`config.mk`:
```
export PLATFORM = sky130hd
export DESIGN_NAME = ocd_decoder
export DESIGN_NICKNAME = d
export VERILOG_FILES = /design/src/logic/ocd_pkg.sv /design/src/logic/ocd_decoder.sv
export VERILOG_INCLUDE_DIRS = /design/src /design/src/logic
export SDC_FILE = /design/constraint.sdc
export NUM_CORES = 1
export LEC_CHECK = 0
export ABC_AREA = 0
export BUFFER_PORTS_ARGS = -buffer_cell sky130_fd_sc_hd__clkbuf_2
export CORE_MARGIN = 1.5
export CORE_UTILIZATION = 40
export DETAILED_ROUTE_END_ITERATION = 7
export PLACE_DENSITY_LB_ADDON = 0.2
export SYNTH_ARGS = -nofsm -noshare
export SYNTH_HDL_FRONTEND = slang
export SYNTH_SLANG_ARGS = --single-unit
```
`constraint.sdc`:
```
create_clock -name sys_clk -period 3.5 [get_ports sys_clk]
set_input_delay 0.525 -clock sys_clk [delete_from_list [all_inputs] [get_ports sys_clk]]
set_output_delay 0.525 -clock sys_clk [all_outputs]
set_load 0.1 [all_outputs]
```
`src/logic/ocd_regs.svh`:
```
// constants of the command decoder: opcodes, parameter counts, reset values
// assumes inclusion by the decoder module only
`ifndef OCD_REGS_SVH
`define OCD_REGS_SVH

`define OCD_OP_MODE        8'h20
`define OCD_OP_COL_WIN     8'h21
`define OCD_OP_PAGE_WIN    8'h22
`define OCD_OP_CONTRAST    8'h81
`define OCD_OP_BRIGHT      8'h82
`define OCD_OP_PULSE_LUT   8'h91
`define OCD_OP_BANK_LO     8'h92
`define OCD_OP_BANK_HI     8'h93

`define OCD_NIB_COL_LO     4'h0
`define OCD_NIB_COL_HI     4'h1
`define OCD_LINE_PREFIX    2'h1

`define OCD_CNT_ONE        3'h1
`define OCD_CNT_TWO        3'h2
`define OCD_CNT_FOUR       3'h4

`define OCD_MODE_INVALID   2'h3
`define OCD_RST_MODE       2'h2
`define OCD_RST_COL_END    8'h83
`define OCD_RST_PAGE_END   3'h7
`define OCD_RST_LEVEL      8'h80
`define OCD_RST_PW_BANK0   6'h31
`define OCD_RST_PW_COLOR   6'h3F
`define OCD_PW_D_FIXED     7'h40

`endif

```
`src/logic/ocd_pkg.sv`:
```
// types of the command decoder: settings and internal state
// assumes nothing beyond the constants header
package ocd_pkg;

  typedef struct packed {
    logic [3:0]  col_lo;
    logic [3:0]  col_hi;
    logic [1:0]  addr_mode;
    logic [7:0]  col_start;
    logic [7:0]  col_end;
    logic [2:0]  page_start;
    logic [2:0]  page_end;
    logic [5:0]  start_line;
    logic [7:0]  contrast;
    logic [7:0]  brightness;
    logic [5:0]  pw_bank0;
    logic [5:0]  pw_a;
    logic [5:0]  pw_b;
    logic [5:0]  pw_c;
    logic [6:0]  pw_d;
    logic [31:0] bank_lo;
    logic [31:0] bank_hi;
  } ocd_cfg_t;

  typedef struct packed {
    ocd_cfg_t        cfg;
    logic [7:0]      op;
    logic [2:0]      left;
    logic [1:0]      idx;
    logic [3:0][7:0] prm;
    logic            busy;
  } ocd_state_t;

endpackage

```
`src/logic/ocd_decoder.sv`:
```
// command byte decoder: turns command and parameter bytes into settings
// assumes bytes already deframed, one byte per byte_valid cycle on sys_clk
`timescale 1ns/1ps
`include "ocd_regs.svh"

module ocd_decoder (
  input  wire logic          sys_clk,
  input  wire logic          resetn,
  input  wire logic          byte_valid,
  input  wire logic          byte_dc,
  input  wire logic [7:0]    byte_data,
  output ocd_pkg::ocd_cfg_t  cfg,
  output logic               busy
);

  ocd_pkg::ocd_state_t st;
  ocd_pkg::ocd_state_t next_st;
  logic                cmd;
  logic                last;

  // data bytes belong to the display memory path, not to this decoder
  assign cmd  = byte_valid & ~byte_dc;
  assign last = cmd & (st.left == `OCD_CNT_ONE);

  always_comb begin
    next_st = st;
    if (cmd) begin
      if (st.left != 3'h0) begin
        next_st.prm[st.idx] = byte_data;
        next_st.idx         = st.idx + 2'h1;
        next_st.left        = st.left - 3'h1;
        next_st.busy        = (st.left != `OCD_CNT_ONE);
        if (last) begin
          // apply all at once so a half-sent window never takes effect
          unique case (st.op)
            `OCD_OP_MODE: begin
              if (byte_data[1:0] != `OCD_MODE_INVALID) begin
                next_st.cfg.addr_mode = byte_data[1:0];
              end
            end
            `OCD_OP_COL_WIN: begin
              next_st.cfg.col_start = st.prm[0];
              next_st.cfg.col_end   = byte_data;
            end
            `OCD_OP_PAGE_WIN: begin
              next_st.cfg.page_start = st.prm[0][2:0];
              next_st.cfg.page_end   = byte_data[2:0];
            end
            `OCD_OP_CONTRAST: next_st.cfg.contrast = byte_data;
            `OCD_OP_BRIGHT:   next_st.cfg.brightness = byte_data;
            `OCD_OP_PULSE_LUT: begin
              next_st.cfg.pw_bank0 = st.prm[0][5:0];
              next_st.cfg.pw_a     = st.prm[1][5:0];
              next_st.cfg.pw_b     = st.prm[2][5:0];
              next_st.cfg.pw_c     = byte_data[5:0];
            end
            `OCD_OP_BANK_LO: begin
              next_st.cfg.bank_lo =
                {byte_data, st.prm[2], st.prm[1], st.prm[0]};
            end
            `OCD_OP_BANK_HI: begin
              next_st.cfg.bank_hi =
                {byte_data, st.prm[2], st.prm[1], st.prm[0]};
            end
            default: begin
            end
          endcase
        end
      end else begin
        next_st.op  = byte_data;
        next_st.idx = 2'h0;
        if (byte_data[7:4] == `OCD_NIB_COL_LO) begin
          next_st.cfg.col_lo = byte_data[3:0];
        end else if (byte_data[7:4] == `OCD_NIB_COL_HI) begin
          next_st.cfg.col_hi = byte_data[3:0];
        end else if (byte_data[7:6] == `OCD_LINE_PREFIX) begin
          next_st.cfg.start_line = byte_data[5:0];
        end else begin
          // opcodes outside this set are single bytes here; a limitation
          unique case (byte_data)
            `OCD_OP_MODE,
            `OCD_OP_CONTRAST,
            `OCD_OP_BRIGHT:    next_st.left = `OCD_CNT_ONE;
            `OCD_OP_COL_WIN,
            `OCD_OP_PAGE_WIN:  next_st.left = `OCD_CNT_TWO;
            `OCD_OP_PULSE_LUT,
            `OCD_OP_BANK_LO,
            `OCD_OP_BANK_HI:   next_st.left = `OCD_CNT_FOUR;
            default:           next_st.left = 3'h0;
          endcase
          next_st.busy = (next_st.left != 3'h0);
        end
      end
    end
  end

  always_ff @(posedge sys_clk or negedge resetn) begin
    if (!resetn) begin
      st                <= '0;
      st.cfg.addr_mode  <= `OCD_RST_MODE;
      st.cfg.col_end    <= `OCD_RST_COL_END;
      st.cfg.page_end   <= `OCD_RST_PAGE_END;
      st.cfg.contrast   <= `OCD_RST_LEVEL;
      st.cfg.brightness <= `OCD_RST_LEVEL;
      st.cfg.pw_bank0   <= `OCD_RST_PW_BANK0;
      st.cfg.pw_a       <= `OCD_RST_PW_COLOR;
      st.cfg.pw_b       <= `OCD_RST_PW_COLOR;
      st.cfg.pw_c       <= `OCD_RST_PW_COLOR;
      st.cfg.pw_d       <= `OCD_PW_D_FIXED;
    end else begin
      st <= next_st;
    end
  end

  assign cfg  = st.cfg;
  assign busy = st.busy;
endmodule

```
[After elaboration in Yosys (flattened, before gate mapping)]
Index checks and enable logic that the tools add are counted.
Storage, ports and cells
  output and inout bits: 150
  word-level logic and storage cells: 96
  flip-flop bits (word level): 188
  input port bits: 12
Cells by class
  equal/unequal tests: 24
  bitwise operators: 6
  magnitude comparators: 2
  muxes and demuxes: 17
  add/subtract/negate cells: 2
  reductions and logical operators: 21
Operators by type and width (number)
  $eq A8 B8 Y1 const B: 10
  $eq A8 B6 Y1 const B: 6
  $reduce_and A4 Y1: 9
  $bwmux W32: 1
  $mux W3: 8
  $demux W8 S2: 1
  $reduce_and A5 Y1: 2
  $pmux W3 S3: 1
  $mux W8: 1
  $ne A2 B2 Y1 const B: 4
  $reduce_bool A3 Y1: 2
  $reduce_or A3 Y1: 2
  $mux W5: 1
  $eq A4 B1 Y1 const B: 1
  $logic_not A4 Y1: 1
  $mux W1: 4
  $not A1 Y1: 4
  $reduce_and A2 Y1: 2
  $eq A3 B1 Y1 const B: 1
  $lt A2 B3 Y1 const B: 1
  $ne A3 B1 Y1 const B: 1
  $reduce_and A3 Y1: 1
  $sub A3 B1 Y3 const B: 1
  $add A2 B1 Y2 const B: 1
  5 further kinds: 6

[Depth between registers and ports, before layout]
Gate-level depths: netlist of the first run.
  word-level depth: 13
  depth in mapped cells: 7
  mapped depth without buffers: 6

[Worst setup path after synthesis of the first run]
Ideal clock, no wire load.
  path type: register -> register
  start point: register st[35] (netlist bit)
  end point: register, netlist name cfg[90]
  setup slack: 1459 ps
  arrival time: 1914 ps
  library setup time: 127 ps
  data required time: 3373 ps
  path buffers: 1
  cell stages (with the launch flop): 7
  clock period less this slack: 2041 ps
  cells stage by stage: dfrtp_1 > inv_1 > ha_1 > nor4_4 > nand3_1 > clkbuf_1 > mux2_1
Between the ends
  longest elaborated chain between the ends: 3
  elaborated cells on any way between the ends: 4
  classes of those cells: eq/ne: 1; bitwise: 1; reduce/logical: 2
RTL lines
  start, declared: line ocd_decoder.sv:16  | ocd_pkg::ocd_state_t st;
  start signal, assigned: line ocd_decoder.sv:111  | st <= next_st;
  $eq A3 B1 Y1 (no line)
  $and A1 B1 Y1: line ocd_decoder.sv:23  | assign last = cmd & (st.left == `OCD_CNT_ONE);
  $reduce_and A4 Y1 (no line) (*)
Every way passes the cells marked *; elsewhere a longest branch is shown, timed or not.
A chain may end at the register's enable or synchronous reset.

[Final worst setup path of the first run]
  start point: register st[35] (netlist bit)
  end point: register, netlist name cfg[148]
Between the ends
  longest elaborated chain between the ends: 3
RTL lines
  $reduce_bool A3 Y1: line ocd_decoder.sv:28  | if (st.left != 3'h0) begin
  $not A1 Y1 (no line)
  $reduce_and A3 Y1 (no line)
Every way passes these cells.

==> results of run 1 <==
[state kept, by name, indices dropped and copies added, names as in the netlist]
signal / flops
cfg: 142
st: 37
busy: 1
[synthesized netlist by cell type]
master      n  share of area
ha_1        6         0.0091
nand3_1     6         0.0037
a22oi_1     1        0.00091
or3_1       1        0.00076
a32oi_1     2         0.0021
or2_2       1        0.00076
or4_1       2         0.0018
nand4b_1    2         0.0021
a211oi_1    1        0.00091
nor3_1      3         0.0018
nor2b_1     5         0.0038
o21ai_0     3         0.0018
nor4bb_1    3         0.0037
nand2b_1    3         0.0023
buf_2       1        0.00061
a21oi_1     1        0.00061
o211ai_1    1        0.00091
nor4_4      1         0.0026
o32ai_1     1         0.0011
xor2_1      1         0.0011
dfrtp_1   150           0.46
nor2_1      6         0.0027
clkbuf_1   19         0.0087
mux2_2    152           0.21
and3b_1     3         0.0032
nor4b_1     1         0.0011
o21ba_2     2         0.0024
nand3b_1    1        0.00091
conb_1      2        0.00091
dfstp_2    30          0.096
buf_4     149           0.14
o31ai_1     1        0.00091
nor3b_1     3         0.0027
inv_1       5         0.0023
nor4_1      1        0.00076
nand2_1     9         0.0041
nand4_1     1        0.00076
mux2_1     21          0.029
[layer usage]
layer	track usage	wire length, um
met2	0.273	8330
met5	0	0
met4	0.0455	170
met1	0.231	7900
met3	0.0413	647
[cells by family (layout without fill, tap and decap cells)]
family,Yosys count,count (layout),share of synthesized area
buffers and inverters,174,201,0.148
muxes,173,173,0.237
other,2,7,0.000914
xor gates and xnor gates,1,1,0.00107
and+or+nand+nor,52,52,0.0396
DFF,180,180,0.553
adders and majority gates,6,6,0.00914
AOI/OAI and AO/OA,13,13,0.0117
[metrics by stage]
step | worst slack, ns | instances | hold slack [ns]
after global routing | 0.673 | 903 | 0.195
after global placement | 0.959 | 871 | 0.478
after floorplan | 1.46 | 606 | 0.229
after detailed placement | 0.907 | 871 | 0.484
final | 0.959 | 903 | 0.146
after CTS | 0.916 | 903 | 0.189
[power by group]
part	internal, W	switching (W)
Combinational	0.000454	0.00147
Sequential	0.00245	0.000299
Clock	0.00126	0.000804
Total	0.00417	0.00258
[area by class of cell]
cell class,count,area (um2),area share
Clock inverter,11,173,0.0194
Inverter,5,18.8,0.00211
Multi-Input combinational cell,252,2490,0.280
Timing Repair Buffer,164,855,0.0962
Clock buffer,21,470,0.0529
Tap cell,270,338,0.0380
Sequential cell,180,4540,0.511
[worst register-to-register path, delay by kind of cell, from the launching register on]
kind	cells	cell delay (ns)
mux	1	0.42
simple gates	3	1.04
buf+inv	2	0.31
flops	1	0.38
fa+ha+maj	1	0.28
[final timing paths]
kind,endpoint,slack (ns)
max in group asynchronous,cfg[78]$_DFFE_PN1P_,2.43
worst max-delay path,cfg[148]$_DFFE_PN0P_,0.96
min in group sys_clk,cfg[92]$_DFFE_PN0P_,0.49
worst max register to register,cfg[148]$_DFFE_PN0P_,0.96
worst min-delay path,cfg[52]$_DFFE_PN0P_,0.15
worst min register to register,cfg[92]$_DFFE_PN0P_,0.49
==> out/results.txt, run 1 <==
Outcome = complete, no violations
P_leak = 4.60 nW
Fin. max-slew vios = 0
Final total power = 0.00674 W
Minimum clock period after layout = 2.54 ns
Number of library cell types mapped by synthesis = 38
Core box area = 20200 um2
Mapped cell area = 8220 um2
R2R Path Start = st[35]$_DFFE_PN0P_
Total grt overflow = 0
Post-layout util = 0.441
VDD IR-drop max = 0.331 mV
CTS tree = yes
Critical Path Fanout Max = 11
Chip Height = 146 um
Final Instance Area = 8890 um2
Worst-path clk slew = 0.07 ns
# Post-CTS Setup Buffers = 0
Most frequent cells in the layout = clkbuf_2, mux2_2, dfrtp_1
FILL cells = 1897
Worst-case reg-to-reg path depth = 7
Yosys reg bits = 180
Worst Setup End Kind = register
Crit start category = register
Worst Path Buf+Inv = 2
Area after DPL = 8240 um2
Worst-Margin Slew = 0.829 ns
Fmax = 0.394 GHz
Final Cycle Share = 0.726
Routed vias = 4319
Synth Instances = 601
Area of the die = 21400 um2
CP max stage cell = nor4bb_1
# diodes = 0
Critical Path AT = 2.85 ns
Initial antenna violation count = 0
Drt pass-1 iters = 4
Die X = 146 um
Kind of critical path = register to register
Post-DP HPWL = 11.4 mm
Root Driver = clkbuf_16
Vias in the first global route = 4631
Syn Area/Cell = 13.7 um2
Yosys warning count = 0
Max Cap Viol = 0
CTS Hold Bufs = 0
Critical-path cell list = inv_1 > ha_1 > nand2b_1 > nor2_1 > buf_4 > nor4bb_1 > mux2_2
Via density = 4.78
Final ANT Viol Nets = 0
Drt total wl = 17.1 mm
DRC = 0
RSZ-0062 raised after global routing = false
PostCTS Resize Cnt = 0
Initial core utilization = 0.407
H-tree Lvls = 4
Later-pin clock latency in the skew report = 0.42 ns
Boundary Pins = 162
GRT Total Usage = 0.170
Area Overhead vs Synth = 8.15%
Number of port buffers = 154
Pwr dens = 759 nW/um2
Worst Setup SP = st[35]$_DFFE_PN0P_
Row cnt = 52
Layout cells sized above 1 = 0.605
Largest net degree at the start of global routing = 92
# setup viols final = 0
Seq/Total Area, Yosys = 0.553
Slowest stage delay, CP = 0.75 ns
Clk buf depth = 2
Hold crit path type = primary input to asynchronous set/reset pin
Slew headroom = 0.440
Final GP Congestion = 0.768
Clock sink total = 180
Clock Skew = 0.00941 ns
First-pass GRT wire length = 27.5 mm
Commonest non-fill, non-tap cell in the layout = clkbuf_2
DR iter-0 viols = 163
Data required, critical path = 3.81 ns
Final hold viol count = 0
Wire per inst = 18.9 um
Setup TNS = 0 ns
Clock buffer count from CTS = 17
CP Depth = 7
Layout Nets = 638
CP top delay family = simple AND/OR/NAND/NOR gates
Power figures use the tool's default switching activity.
==> run 2: changes to the inputs <==
==> constraint.sdc (replaced) <==
create_clock -name sys_clk -period 2.5 [get_ports sys_clk]
set_input_delay 0.375 -clock sys_clk [delete_from_list [all_inputs] [get_ports sys_clk]]
set_output_delay 0.375 -clock sys_clk [all_outputs]
set_load 0.1 [all_outputs]
==> run 2 against run 1 <==
Count of clock-buffer cells in the layout unchanged; worst setup slack lost 0.64 ns; maximum frequency increased by 17%; die area is the same; final cell count up 1.3%; critical path depth is 1 lower; via count grew 1.8%; clock skew is essentially flat; highest routed layer unchanged; sequential cell count unchanged.
==> out/results.txt, run 2 (synthesized netlist as in run 1, its figures left out) <==
RSZ-0062 raised after global routing = false
R2R Path Start = st[35]$_DFFE_PN0P_
Final Cycle Share = 0.871 (+0.145)
DR iter-0 viols = 163 (unchanged)
Core box area = 20200 um2 (unchanged)
Worst-path clk slew = 0.07 ns (about the same)
Total grt overflow = 0 (unchanged)
Setup TNS = 0 ns (unchanged)
Hold_sp = byte_dc
Worst-Margin Slew = 0.589 ns (-0.240 ns)
Final Instance Area = 8900 um2 (+0.14%)
Chip Height = 146 um (unchanged)
Layout Nets = 650 (+1.9%)
P_leak = 4.61 nW (+0.31%)
Final GP Congestion = 0.767 (-0.14%)
Data required, critical path = 2.80 ns (-1.01 ns)
Outcome = complete, no violations
FILL cells = 1911 (+0.74%)
Setup ws final = 0.321 ns (-0.638 ns)
Via density = 4.80 (+0.43%)
Met2 usage = 0.282 (+0.00829)
First-pass GRT wire length = 27.4 mm (-0.48%)
Critical Path AT = 2.48 ns (-0.37 ns)
Final ANT Viol Nets = 0 (unchanged)
Final total power = 0.00902 W (+34%)
VDD IR-drop max = 0.502 mV (+52%)
Fmax = 0.459 GHz (+17%)
Area after DPL = 8350 um2 (+1.3%)
Later-pin clock latency in the skew report = 0.42 ns (about the same)
Clock Skew = 0.00946 ns (+0.0000443 ns)
Met3 GRT Util = 0.0413 (unchanged)
Final hold viol count = 0 (unchanged)
Hold Crit Depth = 3
Critical Path Fanout Max = 32 (+21)
Hold slack final = 0.373 ns (+0.227 ns)
Area of the die = 21400 um2 (unchanged)
Die X = 146 um (unchanged)
Drt pass-1 iters = 6 (+2)
Largest net degree at the start of global routing = 67 (-27%)
# Post-CTS Setup Buffers = 0 (unchanged)
Wire per inst = 19.1 um (+0.95%)
Root Driver = clkbuf_16
Worst-case reg-to-reg path depth = 6 (-1)
Initial core utilization = 0.407 (unchanged)
Minimum clock period after layout = 2.18 ns (-0.362 ns)
Slew headroom = 0.609 (+0.169)
Number of port buffers = 154 (unchanged)
Area Overhead vs Synth = 8.30%
# diodes = 0 (unchanged)
R2R setup slack = 0.32 ns (-0.64 ns)
# setup viols final = 0 (unchanged)
Commonest non-fill, non-tap cell in the layout = clkbuf_2
Boundary Pins = 162 (unchanged)
Grt peak-use layer = met2
Largest Register = cfg
Vias in the first global route = 4734 (+2.2%)
Post-DP HPWL = 11.7 mm (+2.5%)
DRC = 0 (unchanged)
GRT Total Usage = 0.171 (+0.00122)
Max Cap Viol = 0 (unchanged)
Clock buffer count from CTS = 17 (unchanged)
Fin. max-slew vios = 0 (unchanged)
Most frequent cells in the layout = clkbuf_2, mux2_2, dfrtp_1
Layout cells sized above 1 = 0.609 (+0.00425)
Pwr dens = 1010 nW/um2 (+34%)
Routed vias = 4395 (+1.8%)
Kind of critical path = register to register
H-tree Lvls = 4 (unchanged)
Worst Setup SP = st[35]$_DFFE_PN0P_
Worst slack, placed = 0.348 ns (-0.560 ns)
Hold crit path type = primary input to register
Drt total wl = 17.4 mm (+2.3%)
Clk buf depth = 2 (unchanged)
Crit start category = register
Worst Setup End Kind = register
Largest register FFs = 142 (unchanged)
Clock sink total = 180 (unchanged)
Met1 usage = 0.225 (-0.00612)
Initial antenna violation count = 0 (unchanged)
CTS tree = yes
Row cnt = 52 (unchanged)
## run 2: report_power, final
part	switching [W]	internal, W	total (W)
Sequential	0.000418	0.00343	0.00385
Combinational	0.00208	0.000652	0.00273
Clock	0.00112	0.00133	0.00244
## run 2: final timing paths
check / endpoint
worst max-delay path: cfg[6]$_DFFE_PN0P_
worst min-delay path: st[33]$_DFFE_PN0P_
worst max register to register: cfg[6]$_DFFE_PN0P_
worst min register to register: cfg[92]$_DFFE_PN0P_
max in group asynchronous: cfg[71]$_DFFE_PN1P_
min in group asynchronous: cfg[20]$_DFFE_PN0P_
## run 2: through the flow
stage                     cells   util
after floorplan             606      -
after global routing        915  0.441
after CTS                   915  0.441
after global placement      882  0.414
final                       915  0.441
after detailed placement    882  0.414
## run 2: critical path: stages (launching register included)
cell and delay (ns):
dfrtp_1 0.36, inv_1 0.09, ha_1 0.28, nor4_4 0.49
nand4_1 0.16, buf_4 0.31, mux2_1 0.36
## run 2: metal layers
metal	part of all wire	wire [um]	vias to the layer above
li1	-	-	1969
met5	0	0	-
met1	0.46	7960	2284
met2	0.49	8540	126
met3	0.039	677	16
met4	0.015	261	0
## run 2: layout make-up
| class | instances | area (um2) | area share |
|---|---|---|---|
| clock inverters | 11 | 77.6 | 0.00872 |
| inverters | 5 | 18.8 | 0.00211 |
| repair buffers | 176 | 972 | 0.109 |
| flip-flops and latches | 180 | 4540 | 0.510 |
| well taps | 270 | 338 | 0.0380 |
| multi-input cells | 252 | 2490 | 0.280 |
| clock buffers | 21 | 460 | 0.0517 |
## run 2: what timing repair did
action / 4_1_cts / 5_1_grt
resized for setup: 0 / 0
endpoints found under the hold margin: 53 / 0
hold buffers: 1 / 0
==> run 3: changes to the inputs <==
==> constraint.sdc (replaced) <==
create_clock -name sys_clk -period 1.9 [get_ports sys_clk]
set_input_delay 0.285 -clock sys_clk [delete_from_list [all_inputs] [get_ports sys_clk]]
set_output_delay 0.285 -clock sys_clk [all_outputs]
set_load 0.1 [all_outputs]
==> run 3 against run 2 <==
Register-to-register slack worse by 0.25 ns; final cell count is 2.0% higher; sequential power increased by 32%; critical path depth unchanged; worst hold slack got worse by 0.16 ns; global-route usage shrank 0.27 points; wire length decreased by 1.3%; count of clock-buffer cells in the layout is 4 higher.
==> out/results.txt, run 3 (synthesized netlist as in run 1, its figures left out) <==
Worst Setup End Kind = register
Final Cycle Share = 0.963 (+0.0914)
Flop pwr share = 0.416 (-0.011)
Clk buf depth = 2 (unchanged)
Largest register FFs = 142 (unchanged)
Minimum clock period after layout = 1.83 ns (-0.349 ns)
Logic pwr share = 0.310 (+0.008)
FILL cells = 1832 (-4.1%)
Post-DP HPWL = 11.9 mm (+2.0%)
Vias in the first global route = 4758 (+0.51%)
Sw Share = 0.390 (-0.0101)
VDD IR-drop max = 0.850 mV (+69%)
P_leak = 4.77 nW (+3.5%)
Final ANT Viol Nets = 0 (unchanged)
Number of port buffers = 154 (unchanged)
GRT Total Usage = 0.169 (-0.00268)
Fmax = 0.547 GHz (+19%)
Die X = 146 um (unchanged)
Final total power = 0.0122 W (+35%)
Layout Nets = 667 (+2.6%)
Layout cells sized above 1 = 0.634 (+0.0251)
Initial antenna violation count = 0 (unchanged)
Via density = 4.76 (-0.99%)
Fin. max-slew vios = 0 (unchanged)
Core box area = 20200 um2 (unchanged)
Pwr dens = 1320 nW/um2 (+30%)
Critical-path cell list = inv_2 > ha_4 > nand2b_4 > or4_4 > or3_1 > a32oi_1
Net Switching = 0.00477 W (+32%)
Critical Path Fanout Max = 5 (-84%)
Boundary Pins = 162 (unchanged)
Final Instance Area = 9240 um2 (+3.8%)
Final hold viol count = 0 (unchanged)
Int Pwr = 0.00746 W (+38%)
Worst-case reg-to-reg path depth = 6 (unchanged)
Drt pass-1 iters = 4 (-2)
Row cnt = 52 (unchanged)
Root Driver = clkbuf_16
Total grt overflow = 0 (unchanged)
Hold Crit Depth = 2 (-1)
Max Cap Viol = 0 (unchanged)
Outcome = complete, no violations
First-pass GRT wire length = 27.5 mm (+0.50%)
DRC = 0 (unchanged)
Drt total wl = 17.2 mm (-1.3%)
H-tree Lvls = 4 (unchanged)
Largest Register = cfg
Final GP Congestion = 0.754 (-1.7%)
Data required, critical path = 2.23 ns (-0.57 ns)
Worst-path clk slew = 0.06 ns (about the same)
# setup viols final = 0 (unchanged)
Clock buffer count from CTS = 17 (unchanged)
Crit start category = register
Largest net degree at the start of global routing = 46 (-31%)
Clock Skew = 0.0118 ns (+0.00235 ns)
Routed vias = 4437 (+0.96%)
Hold slack final = 0.211 ns (-0.162 ns)
Commonest non-fill, non-tap cell in the layout = clkbuf_2
Most frequent cells in the layout = clkbuf_2, mux2_2, dfrtp_1
Clock sink total = 180 (unchanged)
Later-pin clock latency in the skew report = 0.42 ns (about the same)
Clk pwr share = 0.274 (+0.003)
Chip Height = 146 um (unchanged)
DR iter-0 viols = 120 (-26%)
Area of the die = 21400 um2 (unchanged)
RSZ-0062 raised after global routing = false
Area Overhead vs Synth = 12.4%
CP max stage cell = or4_4
Kind of critical path = register to register
Wire per inst = 18.4 um (-3.2%)
CTS tree = yes
Critical Path AT = 2.16 ns (-0.32 ns)
Slowest stage delay, CP = 0.42 ns (-0.07 ns)
Slew headroom = 0.611 (+0.00206)
Initial core utilization = 0.407 (unchanged)
Area after DPL = 8560 um2 (+2.5%)
Worst-Margin Slew = 0.586 ns (-0.00310 ns)
Hold crit path type = primary input to register
-- run 3: changes by cell type in the layout (fill, tap and decap cells not counted), sizes merged --
cell	delta
buf	+17
clkinv	-2
bufinv	+1
inv	-1
clkinvlp	-2
clkbuf	+4
diode	+1
-- run 3: power groups by stage --
stage | Combinational [W] | Clock (W) | Sequential, W
CTS | 0.00377 | 0.00344 | 0.00510
floorplan | 0.00337 | 0 | 0.00499
global route | 0.00397 | 0.00361 | 0.00519
global placement | 0.00367 | 0 | 0.00512
detailed placement | 0.00373 | 0 | 0.00516
finish | 0.00379 | 0.00335 | 0.00509
-- run 3: stage by stage --
step	std cells	utilization	TNS, ns	setup WS, ns
floorplan	606	-	-0.00561	-0.00561
global placement	894	0.425	-0.0190	-0.0102
detailed placement	894	0.425	-0.615	-0.0902
CTS	930	0.456	0	0.00227
global route	932	0.458	0	0.0135
finish	933	0.458	0	0.0706
-- run 3: critical path: cells and delay by family (launching register included) --
| kind | cells | cell delay (ns) |
|---|---|---|
| simple gates | 3 | 0.89 |
| fa+ha+maj | 1 | 0.19 |
| compound gates | 1 | 0.18 |
| flops | 1 | 0.38 |
| buf+inv | 1 | 0.10 |
-- run 3: worst paths after layout --
| check | endpoint | slack [ns] | start |
|---|---|---|---|
| worst max-delay path | busy$_DFFE_PN0P_ | 0.07 | st[36]$_DFFE_PN0P_ |
| max in group asynchronous | cfg[73]$_DFFE_PN1P_ | 0.84 | resetn |
| worst max register to register | busy$_DFFE_PN0P_ | 0.07 | st[36]$_DFFE_PN0P_ |
| worst min-delay path | cfg[71]$_DFFE_PN1P_ | 0.21 | byte_data[0] |
| min in group asynchronous | cfg[105]$_DFFE_PN0P_ | 0.35 | resetn |
| worst min register to register | cfg[92]$_DFFE_PN0P_ | 0.50 | cfg[92]$_DFFE_PN0P_ |
-- run 3: per-layer routing --
layer,routed length (um),up-vias,global-route usage
li1,-,2008,-
met1,7740,2285,0.222
met2,8350,131,0.276
met3,933,13,0.0450
met4,189,0,0.0449
met5,0,-,0
-- run 3: layout make-up --
| class | instances | area (um2) | share of cell area |
|---|---|---|---|
| timing repair buffer | 193 | 1210 | 0.132 |
| multi-input combinational | 252 | 2560 | 0.277 |
| clock inverter | 7 | 73.8 | 0.00799 |
| clock buffer | 25 | 485 | 0.0525 |
| sequential | 180 | 4540 | 0.492 |
| antenna | 1 | 2.50 | 0.000271 |
| tap | 270 | 338 | 0.0366 |
| inverter | 5 | 18.8 | 0.00203 |
-- run 3: timing repair --
item / 4_1_cts / 5_1_grt
gates resized for setup: 4 / 8
endpoints found under the hold margin: 31 / 0
setup buffers: 2 / 2
pin swaps: 3 / 3
hold buffers: 1 / 0
cloned: 1 / 0
setup endpoints to repair: 20 / 105
